File: config.mk
export PLATFORM = sky130hd
export DESIGN_NAME = host_port_chip_select_decoder
export DESIGN_NICKNAME = d
export VERILOG_FILES = /design/src/verilog/host_port_pkg.sv /design/src/verilog/chip_select_decode.sv /design/src/verilog/host_port_chip_select_decoder.sv
export SDC_FILE = /design/constraint.sdc
export NUM_CORES = 1
export LEC_CHECK = 0
export ABC_CLOCK_PERIOD_IN_PS = 4250
export BUFFER_PORTS_ARGS = -buffer_cell sky130_fd_sc_hd__buf_4
export CAP_MARGIN = 10
export CORE_MARGIN = 1.5
export CORE_UTILIZATION = 41
export DETAILED_ROUTE_END_ITERATION = 10
export GPL_TIMING_DRIVEN = 0
export PLACE_DENSITY = 0.81
export SLEW_MARGIN = 15
export SYNTH_ARGS = -nofsm -noshare
export SYNTH_HDL_FRONTEND = slang
export SYNTH_HIERARCHICAL = 1
export SYNTH_SLANG_ARGS = --single-unit
File: constraint.sdc
create_clock -name i_clk -period 4.25 [get_ports i_clk]
set_clock_uncertainty 0.1 [all_clocks]
set_input_delay 0.6375 -clock i_clk [delete_from_list [all_inputs] [get_ports i_clk]]
set_output_delay 0.6375 -clock i_clk [all_outputs]
set_load 0.05 [all_outputs]
File: src/verilog/host_port_pkg.sv
package host_port_pkg;
	localparam int unsigned ADDR_W = 11;
	localparam int unsigned REG_ADDR_W = 8;
	localparam int unsigned DATA_W = 8;
	localparam int unsigned EXP_N = 5;
	localparam int unsigned CHAN_N = 14;
	localparam int unsigned CLK_HZ = 50_000_000;
	// Least reset hold time, in nanoseconds
	localparam int unsigned RESET_HOLD_NS = 10_000;
	localparam int unsigned RESET_HOLD_CYC =
		(RESET_HOLD_NS * (CLK_HZ / 1_000_000) + 999) / 1000;
	// Device select codes on the upper address bits
	localparam logic [2:0] SEL_SELF = 3'h0;
	localparam logic [2:0] SEL_RSVD = 3'h6;
	localparam logic [2:0] SEL_ALL = 3'h7;
	// Bus type codes
	localparam logic [2:0] TYPE_SEP_STROBE = 3'h0;
	localparam logic [2:0] TYPE_RW_STROBE = 3'h1;
	localparam logic [2:0] TYPE_SYNC = 3'h7;
	localparam logic [DATA_W-1:0] RDATA_RST = 8'h00;
	localparam logic [EXP_N-1:0] EXP_SEL_IDLE = 5'h1f;

	typedef enum logic [1:0] {
		MODE_SEP,
		MODE_RW,
		MODE_SYNC,
		MODE_NONE
	} bus_mode_t;

	// One register access toward the internal register space
	typedef struct packed {
		logic wr;
		logic rd;
		logic [REG_ADDR_W-1:0] addr;
		logic [DATA_W-1:0] wdata;
	} reg_req_t;

	// Line-side controls driven from the pins and channel registers
	typedef struct packed {
		logic [CHAN_N-1:0] rx_on;
		logic [CHAN_N-1:0] rx_term_int;
	} line_ctl_t;
endpackage

File: src/verilog/chip_select_decode.sv
module chip_select_decode (
	// Upper address and select
	input wire logic [2:0] i_code,
	input wire logic i_sel,
	// Decoded selects
	output logic o_self,
	output logic [host_port_pkg::EXP_N-1:0] o_exp
);
	always_comb begin
		o_self = 1'b0;
		o_exp = '0;
		if (i_sel) begin
			case (i_code)
				host_port_pkg::SEL_SELF: o_self = 1'b1;
				host_port_pkg::SEL_ALL: begin
					o_self = 1'b1;
					o_exp = '1;
				end
				host_port_pkg::SEL_RSVD: o_self = 1'b0;
				default: o_exp[i_code - 3'h1] = 1'b1;
			endcase
		end
	end
endmodule

File: src/verilog/host_port_chip_select_decoder.sv
// Summary of operation
// - Select input low enables the port; high makes it ignore the bus.
// - Address bits 10:8 pick self, expansion 1-5, reserved, or all.
// - Low eight address bits index registers directly, no paging.
// - Eight-bit data bus; device drives it only during its reads.
// - Type pins pick separate strobes, read/write strobe, or synchronous.
// - Synchronous mode times accesses from the host bus clock.
// - Reset held low over ten microseconds restores register defaults.
// - Interrupt pulls low on alarm change; releases after status read.
// - No interrupt unless the global interrupt enable bit is set.
// - Receivers off at power-up; pin low forces all off, high follows regs.
// - Termination off at power-up; enabled per channel unless pin controls.
// - With pin control set, termination pin 1 internal, 0 external.
// - Five companion selects come from the top three address bits.
module host_port_chip_select_decoder #(
	parameter int unsigned RESET_HOLD = host_port_pkg::RESET_HOLD_CYC
) (
	// Clock and reset
	input wire logic i_clk,
	input wire logic i_arst_n,
	// Host bus
	input wire logic i_host_sel_n,
	input wire logic i_address_latch_strobe,
	input wire logic i_wr_rw,
	input wire logic i_rd_we,
	input wire logic i_host_clk,
	input wire logic [2:0] i_host_type_select,
	input wire logic [host_port_pkg::ADDR_W-1:0] i_addr,
	input wire logic [host_port_pkg::DATA_W-1:0] i_data,
	output logic [host_port_pkg::DATA_W-1:0] o_data,
	output logic o_data_oe_n,
	output logic o_access_ready_n,
	// Hardware reset pin and interrupt
	input wire logic i_hw_reset_n,
	input wire logic i_alarm_change,
	output logic o_irq_n,
	output logic o_irq_oe_n,
	// Global register bits and line controls
	input wire logic i_global_irq_enable,
	input wire logic i_rx_termination_pin_control,
	input wire logic i_receiver_power_pin,
	input wire logic i_rx_termination_pin,
	input wire logic [host_port_pkg::CHAN_N-1:0] i_chan_rx_on,
	input wire logic [host_port_pkg::CHAN_N-1:0] i_chan_rx_term,
	output host_port_pkg::line_ctl_t o_line_ctl,
	// Expansion selects
	output logic [host_port_pkg::EXP_N-1:0] o_expansion_select_out_n,
	// Internal register space
	output host_port_pkg::reg_req_t o_reg_req,
	input wire logic [host_port_pkg::DATA_W-1:0] i_reg_rdata,
	input wire logic i_status_read,
	output logic o_regs_default
);
	typedef enum {ST_IDLE, ST_ACCESS, ST_DONE} state_t;

	function automatic host_port_pkg::bus_mode_t decode_mode(
		input logic [2:0] sel
	);
		case (sel)
			host_port_pkg::TYPE_SEP_STROBE: decode_mode = host_port_pkg::MODE_SEP;
			host_port_pkg::TYPE_RW_STROBE: decode_mode = host_port_pkg::MODE_RW;
			host_port_pkg::TYPE_SYNC: decode_mode = host_port_pkg::MODE_SYNC;
			default: decode_mode = host_port_pkg::MODE_NONE;
		endcase
	endfunction

	host_port_pkg::bus_mode_t mode;
	state_t state_r, state_nxt;
	logic [host_port_pkg::ADDR_W-1:0] addr_r, addr_nxt;
	logic [host_port_pkg::DATA_W-1:0] rdata_r, rdata_nxt;
	logic rd_r, rd_nxt;
	logic wr_r, wr_nxt;
	logic host_clk_r, host_clk_nxt;
	logic ale_r, ale_nxt;
	logic [31:0] rst_cnt_r, rst_cnt_nxt;
	logic regs_default_r, regs_default_nxt;
	logic irq_r, irq_nxt;
	logic host_clk_rise, strobe_rd, strobe_wr, strobe_any, self_sel;
	logic [host_port_pkg::EXP_N-1:0] exp_sel;
	host_port_pkg::reg_req_t req;

	assign mode = decode_mode(i_host_type_select);

	// Sync mode only acts on a rising host clock edge
	assign host_clk_rise = i_host_clk & ~host_clk_r;

	always_comb begin
		strobe_rd = 1'b0;
		strobe_wr = 1'b0;
		case (mode)
			host_port_pkg::MODE_SEP: begin
				strobe_rd = ~i_rd_we;
				strobe_wr = ~i_wr_rw;
			end
			host_port_pkg::MODE_RW: begin
				strobe_rd = ~i_rd_we & i_wr_rw;
				strobe_wr = ~i_rd_we & ~i_wr_rw;
			end
			host_port_pkg::MODE_SYNC: begin
				strobe_rd = host_clk_rise & ale_r & i_wr_rw;
				strobe_wr = host_clk_rise & ale_r & ~i_wr_rw;
			end
			default: begin
				strobe_rd = 1'b0;
				strobe_wr = 1'b0;
			end
		endcase
	end
	assign strobe_any = strobe_rd | strobe_wr;

	chip_select_decode u_decode (
		.i_code(addr_r[host_port_pkg::ADDR_W-1:host_port_pkg::REG_ADDR_W]),
		.i_sel(~i_host_sel_n && state_r != ST_IDLE),
		.o_self(self_sel),
		.o_exp(exp_sel)
	);

	always_comb begin
		state_nxt = state_r;
		addr_nxt = addr_r;
		rdata_nxt = rdata_r;
		rd_nxt = rd_r;
		wr_nxt = wr_r;
		req = '0;
		if (i_host_sel_n) begin
			state_nxt = ST_IDLE;
			rd_nxt = 1'b0;
		end else begin
			case (state_r)
				ST_IDLE: begin
					if (i_address_latch_strobe) begin
						addr_nxt = i_addr;
					end
					if (strobe_any) begin
						state_nxt = ST_ACCESS;
						// The sync strobe lasts one cycle, so keep its direction
						wr_nxt = strobe_wr;
					end
				end
				ST_ACCESS: begin
					req.addr = addr_r[host_port_pkg::REG_ADDR_W-1:0];
					req.wdata = i_data;
					req.rd = self_sel & ~wr_r;
					req.wr = self_sel & wr_r;
					rd_nxt = self_sel & ~wr_r;
					rdata_nxt = i_reg_rdata;
					state_nxt = ST_DONE;
				end
				ST_DONE: begin
					// Hold the answer until the strobe drops, except in sync mode, which returns at once
					if (!strobe_any && mode != host_port_pkg::MODE_SYNC) begin
						state_nxt = ST_IDLE;
						rd_nxt = 1'b0;
					end else if (mode == host_port_pkg::MODE_SYNC) begin
						state_nxt = ST_IDLE;
						rd_nxt = 1'b0;
					end
				end
				default: state_nxt = ST_IDLE;
			endcase
		end
	end

	// Reset pin is filtered so glitches shorter than the hold time do nothing
	always_comb begin
		rst_cnt_nxt = rst_cnt_r;
		regs_default_nxt = 1'b0;
		if (i_hw_reset_n) begin
			rst_cnt_nxt = '0;
		end else if (rst_cnt_r < RESET_HOLD) begin
			rst_cnt_nxt = rst_cnt_r + 32'h1;
		end else begin
			regs_default_nxt = 1'b1;
		end
	end

	always_comb begin
		irq_nxt = irq_r;
		if (regs_default_r || !i_global_irq_enable) begin
			irq_nxt = 1'b0;
		end else if (i_alarm_change) begin
			irq_nxt = 1'b1;
		end else if (i_status_read) begin
			irq_nxt = 1'b0;
		end
	end

	assign host_clk_nxt = i_host_clk;
	assign ale_nxt = i_address_latch_strobe;

	always_ff @(posedge i_clk or negedge i_arst_n) begin
		if (!i_arst_n) begin
			state_r <= ST_IDLE;
			addr_r <= '0;
			rdata_r <= host_port_pkg::RDATA_RST;
			rd_r <= 1'b0;
			wr_r <= 1'b0;
			host_clk_r <= 1'b0;
			ale_r <= 1'b0;
			rst_cnt_r <= '0;
			regs_default_r <= 1'b1;
			irq_r <= 1'b0;
		end else begin
			state_r <= state_nxt;
			addr_r <= addr_nxt;
			rdata_r <= rdata_nxt;
			rd_r <= rd_nxt;
			wr_r <= wr_nxt;
			host_clk_r <= host_clk_nxt;
			ale_r <= ale_nxt;
			rst_cnt_r <= rst_cnt_nxt;
			regs_default_r <= regs_default_nxt;
			irq_r <= irq_nxt;
		end
	end

	assign o_reg_req = req;
	assign o_regs_default = regs_default_r;
	assign o_data = rdata_r;
	assign o_data_oe_n = ~(rd_r & ~i_host_sel_n);
	// Deselect drops ready at once, not a cycle later
	assign o_access_ready_n = ~(state_r == ST_DONE && !i_host_sel_n);
	assign o_irq_n = 1'b0;
	assign o_irq_oe_n = ~irq_r;
	assign o_expansion_select_out_n = ~exp_sel;

	// Pin low wins; reset state leaves receivers off and inputs open
	always_comb begin
		o_line_ctl.rx_on = '0;
		o_line_ctl.rx_term_int = '0;
		if (!regs_default_r) begin
			if (i_receiver_power_pin) begin
				o_line_ctl.rx_on = i_chan_rx_on;
			end
			if (i_rx_termination_pin_control) begin
				o_line_ctl.rx_term_int =
					{host_port_pkg::CHAN_N{i_rx_termination_pin}};
			end else begin
				o_line_ctl.rx_term_int = i_chan_rx_term;
			end
		end
	end
endmodule

# After elaboration in Yosys (flattened, before gate mapping)
# Cells that the tools add are included.
# word_totals
wordCells	99
input_bits	72
ff_bits	89
# op_classes
muxes	30
n_lt_le_gt_ge	3
n_addsub	2
eq_ne	12
n_bitwise	19
reduce_logical	23
# op_table
cell	count
$mux 32	6
$pmux 32 s3	1
$mux 18	2
$add 32x1->32 const B	1
$eq 32x1->1 const B	1
$eq 32x2->1 const B	1
$eq 32x3->1 const B	1
$logic_not 32->1	1
$lt 32x9->1 const B	1
$reduce_bool 32->1	1
$mux 14	2
$mux 28	1
$mux 1	11
$pmux 5 s2	1
$and 1x1->1	9
$eq 3x3->1 const B	3
$not 1->1	8
$logic_not 3->1	2
$pmux 1 s3	2
$pmux 2 s3	1
$reduce_and 2->1	3
$reduce_and 3->1	2
$reduce_bool 3->1	2
$mux 5	1
19 further kinds	25

# Depth between registers and ports, before layout
# depth
ltp_word	11
depth_mapped	7
depth_no_buf	7

# Modules after synthesis
# The synthesis kept the hierarchy.
# modules_own_cells
module	seq_area_each_um2	instances	area_each_um2	cells_each
host_port_chip_select_decoder	1477.7	1	2827.7	266
chip_select_decode	0.0	1	168.9	24

# Worst setup path after synthesis
# No wires, ideal clock.
# synth_timing
kind	in2out
start	input port i_host_sel_n
end	output port o_reg_req[16] (netlist bit)
arrival_ns	1.846
slack_ns	1.667
required_time_ns	3.513
stages	3
path_cell_list	nor3b_2 -> nand2_1 -> nor2_1
# synth_rtl
item	line	source
start: declaration	host_port_chip_select_decoder.sv:22	input wire logic i_host_sel_n,
end: declaration	host_port_chip_select_decoder.sv:49	output host_port_pkg::reg_req_t o_reg_req,

==> results by stage <==
Drt:
- Wires add up to 7.02 mm.
- The initial DRC count is 139.
- The detailed-route wire length per cell is 13.1 um.
- The number of detailed-route iterations in the first pass is 5.
- For this run, design rule violations remaining after detail routing come to 0.
- The number of nets with antenna violations after routing is 0.
- The detailed router placed 2601 vias in this run.
- Dividing the detail-routed via count by the number of cells gives 4.86.

Placement:
- At the end of routability-driven placement, the weighted congestion stood at 0.832.
- The count of buffers added on input and output ports is 133.
- The sum of net half-perimeters after detailed placement is 5.30 mm.
- After detailed placement, the design holds a cell count of 519.

Timing:
- Across all hold checks on the routed design, the worst slack comes to 250 ps.
- Setup violations remaining at the end of the flow were counted as 0.
- The highest attainable clock frequency is 340 MHz.
- Setup repair after global routing left no endpoint under its margin.
- Setup total negative slack on the finished layout was measured at 0 ps.
- For the pin with the worst max-slew slack, the measured transition is 738 ps.
- The final count of hold timing violations is 0.
- The post-layout minimum cycle time is 2950 ps.
- In this run the tightest slew margin relative to its limit is 50.8%.
- The final number of max-transition violations is 0.
- The final cycle utilization of the critical path is 69.3%.

Clock network:
- The number of clock buffers added by TritonCTS is 9.
- The clock latency on the worst-skew pair is 330 ps.
- After clock tree synthesis, the flow added hold-fix buffers numbering 0.
- The maximum level of the CTS H-tree is 3.
- TritonCTS built the clock tree.
- The CTS sink count is 59.
- In this run, post-CTS repair resized a total of 0 instances.
- The clock passes through at most 2 buffers.
- The tree is rooted in a clkbuf_8.
- The post-CTS setup buffer count is 0.
- The clock-pin slew on the worst setup and hold paths is 60 ps.

Yosys:
- After synthesis, flip-flops and latches occupy 49.3% of the total area.
- The number of nets in the synthesized netlist is 367.
- The Yosys step of the flow raised 6 warnings.
- Yosys mapped a number of flops with a built-in enable equal to 0.
- Counting instances in the post-synthesis netlist gives the leading cell types as dfrtp_1, and2_1, nor2b_1, a21oi_1, nand2b_1.
- The number of instances in the synthesized netlist is 290.
- After synthesis, the cell types taking the most area are dfrtp_1, and2_1, nor2b_1, mux2_1, a21oi_1.
- The share of synthesized area spent on multiplexers is 8.27%.
- The synthesized netlist devotes 8.64% of its cell area to compound gates.
- The number of distinct library cell variants in the gate-level netlist after synthesis is 42.
- The synthesized netlist devotes 26.7% of its cell area to simple gates.
- The fraction of post-synthesis cell area in the top cell type by area is 48.4%.
- The predominant post-synthesis flop cell is dfrtp_1.
- The post-synthesis register bit count is 59.
- In this run the mean area of a mapped cell was 10.3 um2.
- The area share of fa/ha/maj cells after synthesis is 2.09%.
- The most frequently used cell type in the post-synthesis netlist is dfrtp_1.
- The share of flip-flops with an asynchronous set or reset after synthesis is 100%.
- The cell area that synthesis handed to floorplanning was 3000 um2.
- The most area-hungry cell type in the Yosys netlist is dfrtp_1.
- After synthesis, the largest family of logic cells by area is simple AND/OR/NAND/NOR gates.
- The parity-gate share of the synthesized area counting xor and xnor cells is 0.877%.

Floorplan:
- The top-level port count is 136.
- The chip height is 88.5 um.
- The floorplan die area is 7830 um2.
- The area of the core is 6940 um2.
- The overall die width is 88.5 um.
- After floorplanning, the core was divided into 30 placement rows.
- The initial utilization of the core area, before any placement, comes to 43.2%.

Global routing:
- The number of global-route vias before repair is 2362.
- The global route total overflow is 0.
- Global routing consumed, on the met1 layer, 20.0% of the routing resources.
- The maximum number of pins on one net before global-route repair is 60.
- The met3 layer usage reported by global route is 3.82%.
- In the global route stage, overall resource usage came out at 17.4%.
- After global routing, the most crowded layer is met2.
- The met2 track demand over resource in global routing is 30.7%.
- The initial antenna violation count is 0.
- The first global-routing pass estimated 10.6 mm of wire.

Power and ir drop:
- Dividing total power by cell area gives a power density of 380 nW/um2.
- For this design the static power due to leakage is 2.14 nW.
- The highest ir drop seen on vdd is 0.000180 V.

Min path:
- The worst hold path belongs to the class in2async.

Critical path:
- The nature of the critical path endpoint is an output port.
- Walking the worst path, the cells encountered are nor3b_2 -> clkbuf_1 -> and3_1 -> buf_4.
- For the worst setup path, the data required time is 3510 ps.
- The critical path launch point type is a flip-flop.
- The critical path is of the reg2out type.
- The arrival time at the worst endpoint is 2210 ps.
- Along the worst path, the maximum fanout reaches 10.
- For this run, the slowest stage of the critical path takes 620 ps.
- Among all stages on the critical path, the largest delay is contributed by nor3b_2.

Layout:
- The net total in the final layout is 511.
- Of the cells placed in the final design, the portion with a size suffix greater than 1 is 39.0%.
- The area overhead of the layout relative to synthesis is 44.9%.
- For this run, the number of standard cells in the final layout without fillers is 535.
- The filler cells instantiated in the layout total 547.
- The number of diodes is 0.

Flow run:
- Across the run, the number of max-cap violations was 0.

Status:
- The flow ran to the end, and the final reports show no timing, DRC or antenna violations.
logic make-up (layout without fill, tap and decap cells):
logic type      after synthesis  in the layout
compound gates               44             44
xor+xnor                      3              3
fa+ha+maj                     5              5
buf+inv                      28            177
flops                        59             59
mux                          22             22
other cells                   1              1
simple gates                128            128
flip-flops by register name, summed over array words and instances, names as in the netlist:
signal / cells
rst_cnt_r: 32
addr_r: 11
o_data: 8
state_r: 2
ale_r: 1
host_clk_r: 1
irq_r: 1
o_regs_default: 1
rd_r: 1
wr_r: 1
area by class of cell:
class | count | area, um2 | share of cell area, %
sequential | 59 | 1480 | 34.0
inverter | 14 | 52.6 | 1.21
clock buffer | 11 | 151 | 3.49
buffer | 14 | 66.3 | 1.53
clock inverter | 5 | 75.1 | 1.73
multi-input combinational | 203 | 1400 | 32.2
tap | 96 | 120 | 2.77
timing repair buffer | 133 | 998 | 23.0
metal layers:
layer,part of all wire (%),vias to the layer above
li1,-,1265
met2,51,88
met5,0,-
met3,5.3,16
met4,2.6,0
met1,41,1232
critical path: cells and delay by family (launching register included):
| kind | cells | cell delay (ps) |
|---|---|---|
| buffers and inverters | 2 | 600 |
| DFF | 1 | 450 |
| and+or+nand+nor | 2 | 830 |
power breakdown:
part | internal (mW) | total [mW] | switching, mW
Combinational | 0.166 | 0.437 | 0.271
Clock | 0.359 | 0.569 | 0.210
Sequential | 0.611 | 0.642 | 0.0311
Total | 1.14 | 1.65 | 0.513
layout by cell type (no fill, tap or decap), drive strengths merged, types with 3 or more instances in the layout:
master,count
and2,32
nand2,9
nand3,5
clkbuf,21
nand2b,17
or3,4
nand4,4
nor2b,27
nor4,8
a21oi,26
or4,4
mux2,22
o21ai,7
inv,14
ha,5
dfrtp,58
nor2,12
buf,137
o31ai,4
clkinv,3
worst paths after layout:
path / startpoint / to / slack, ps / cells past startpoint
worst max-delay path: state_r[1] / o_reg_req[17] / 1300 / 4
max in group asynchronous: i_arst_n / rst_cnt_r[30] / 3280 / 1
worst min-delay path: i_arst_n / o_data[7] / 250 / 1
min in group i_clk: i_host_clk / host_clk_r / 320 / 1
worst max register to register: rst_cnt_r[13] / rst_cnt_r[7] / 2150 / 5
worst min register to register: addr_r[6] / addr_r[6] / 370 / 1
through the flow:
stage                     area, um2  setup WS, ps  util (%)  total power [mW]
after global placement         4120          1360      59.3              1.08
after detailed placement       4120          1310      59.3              1.09
after floorplan                3000          1670         -             0.925
after global routing           4340          1190      62.5              1.72
after CTS                      4340          1290      62.5              1.66
final                          4340          1300      62.5              1.65
Power figures use the tool's default switching activity.
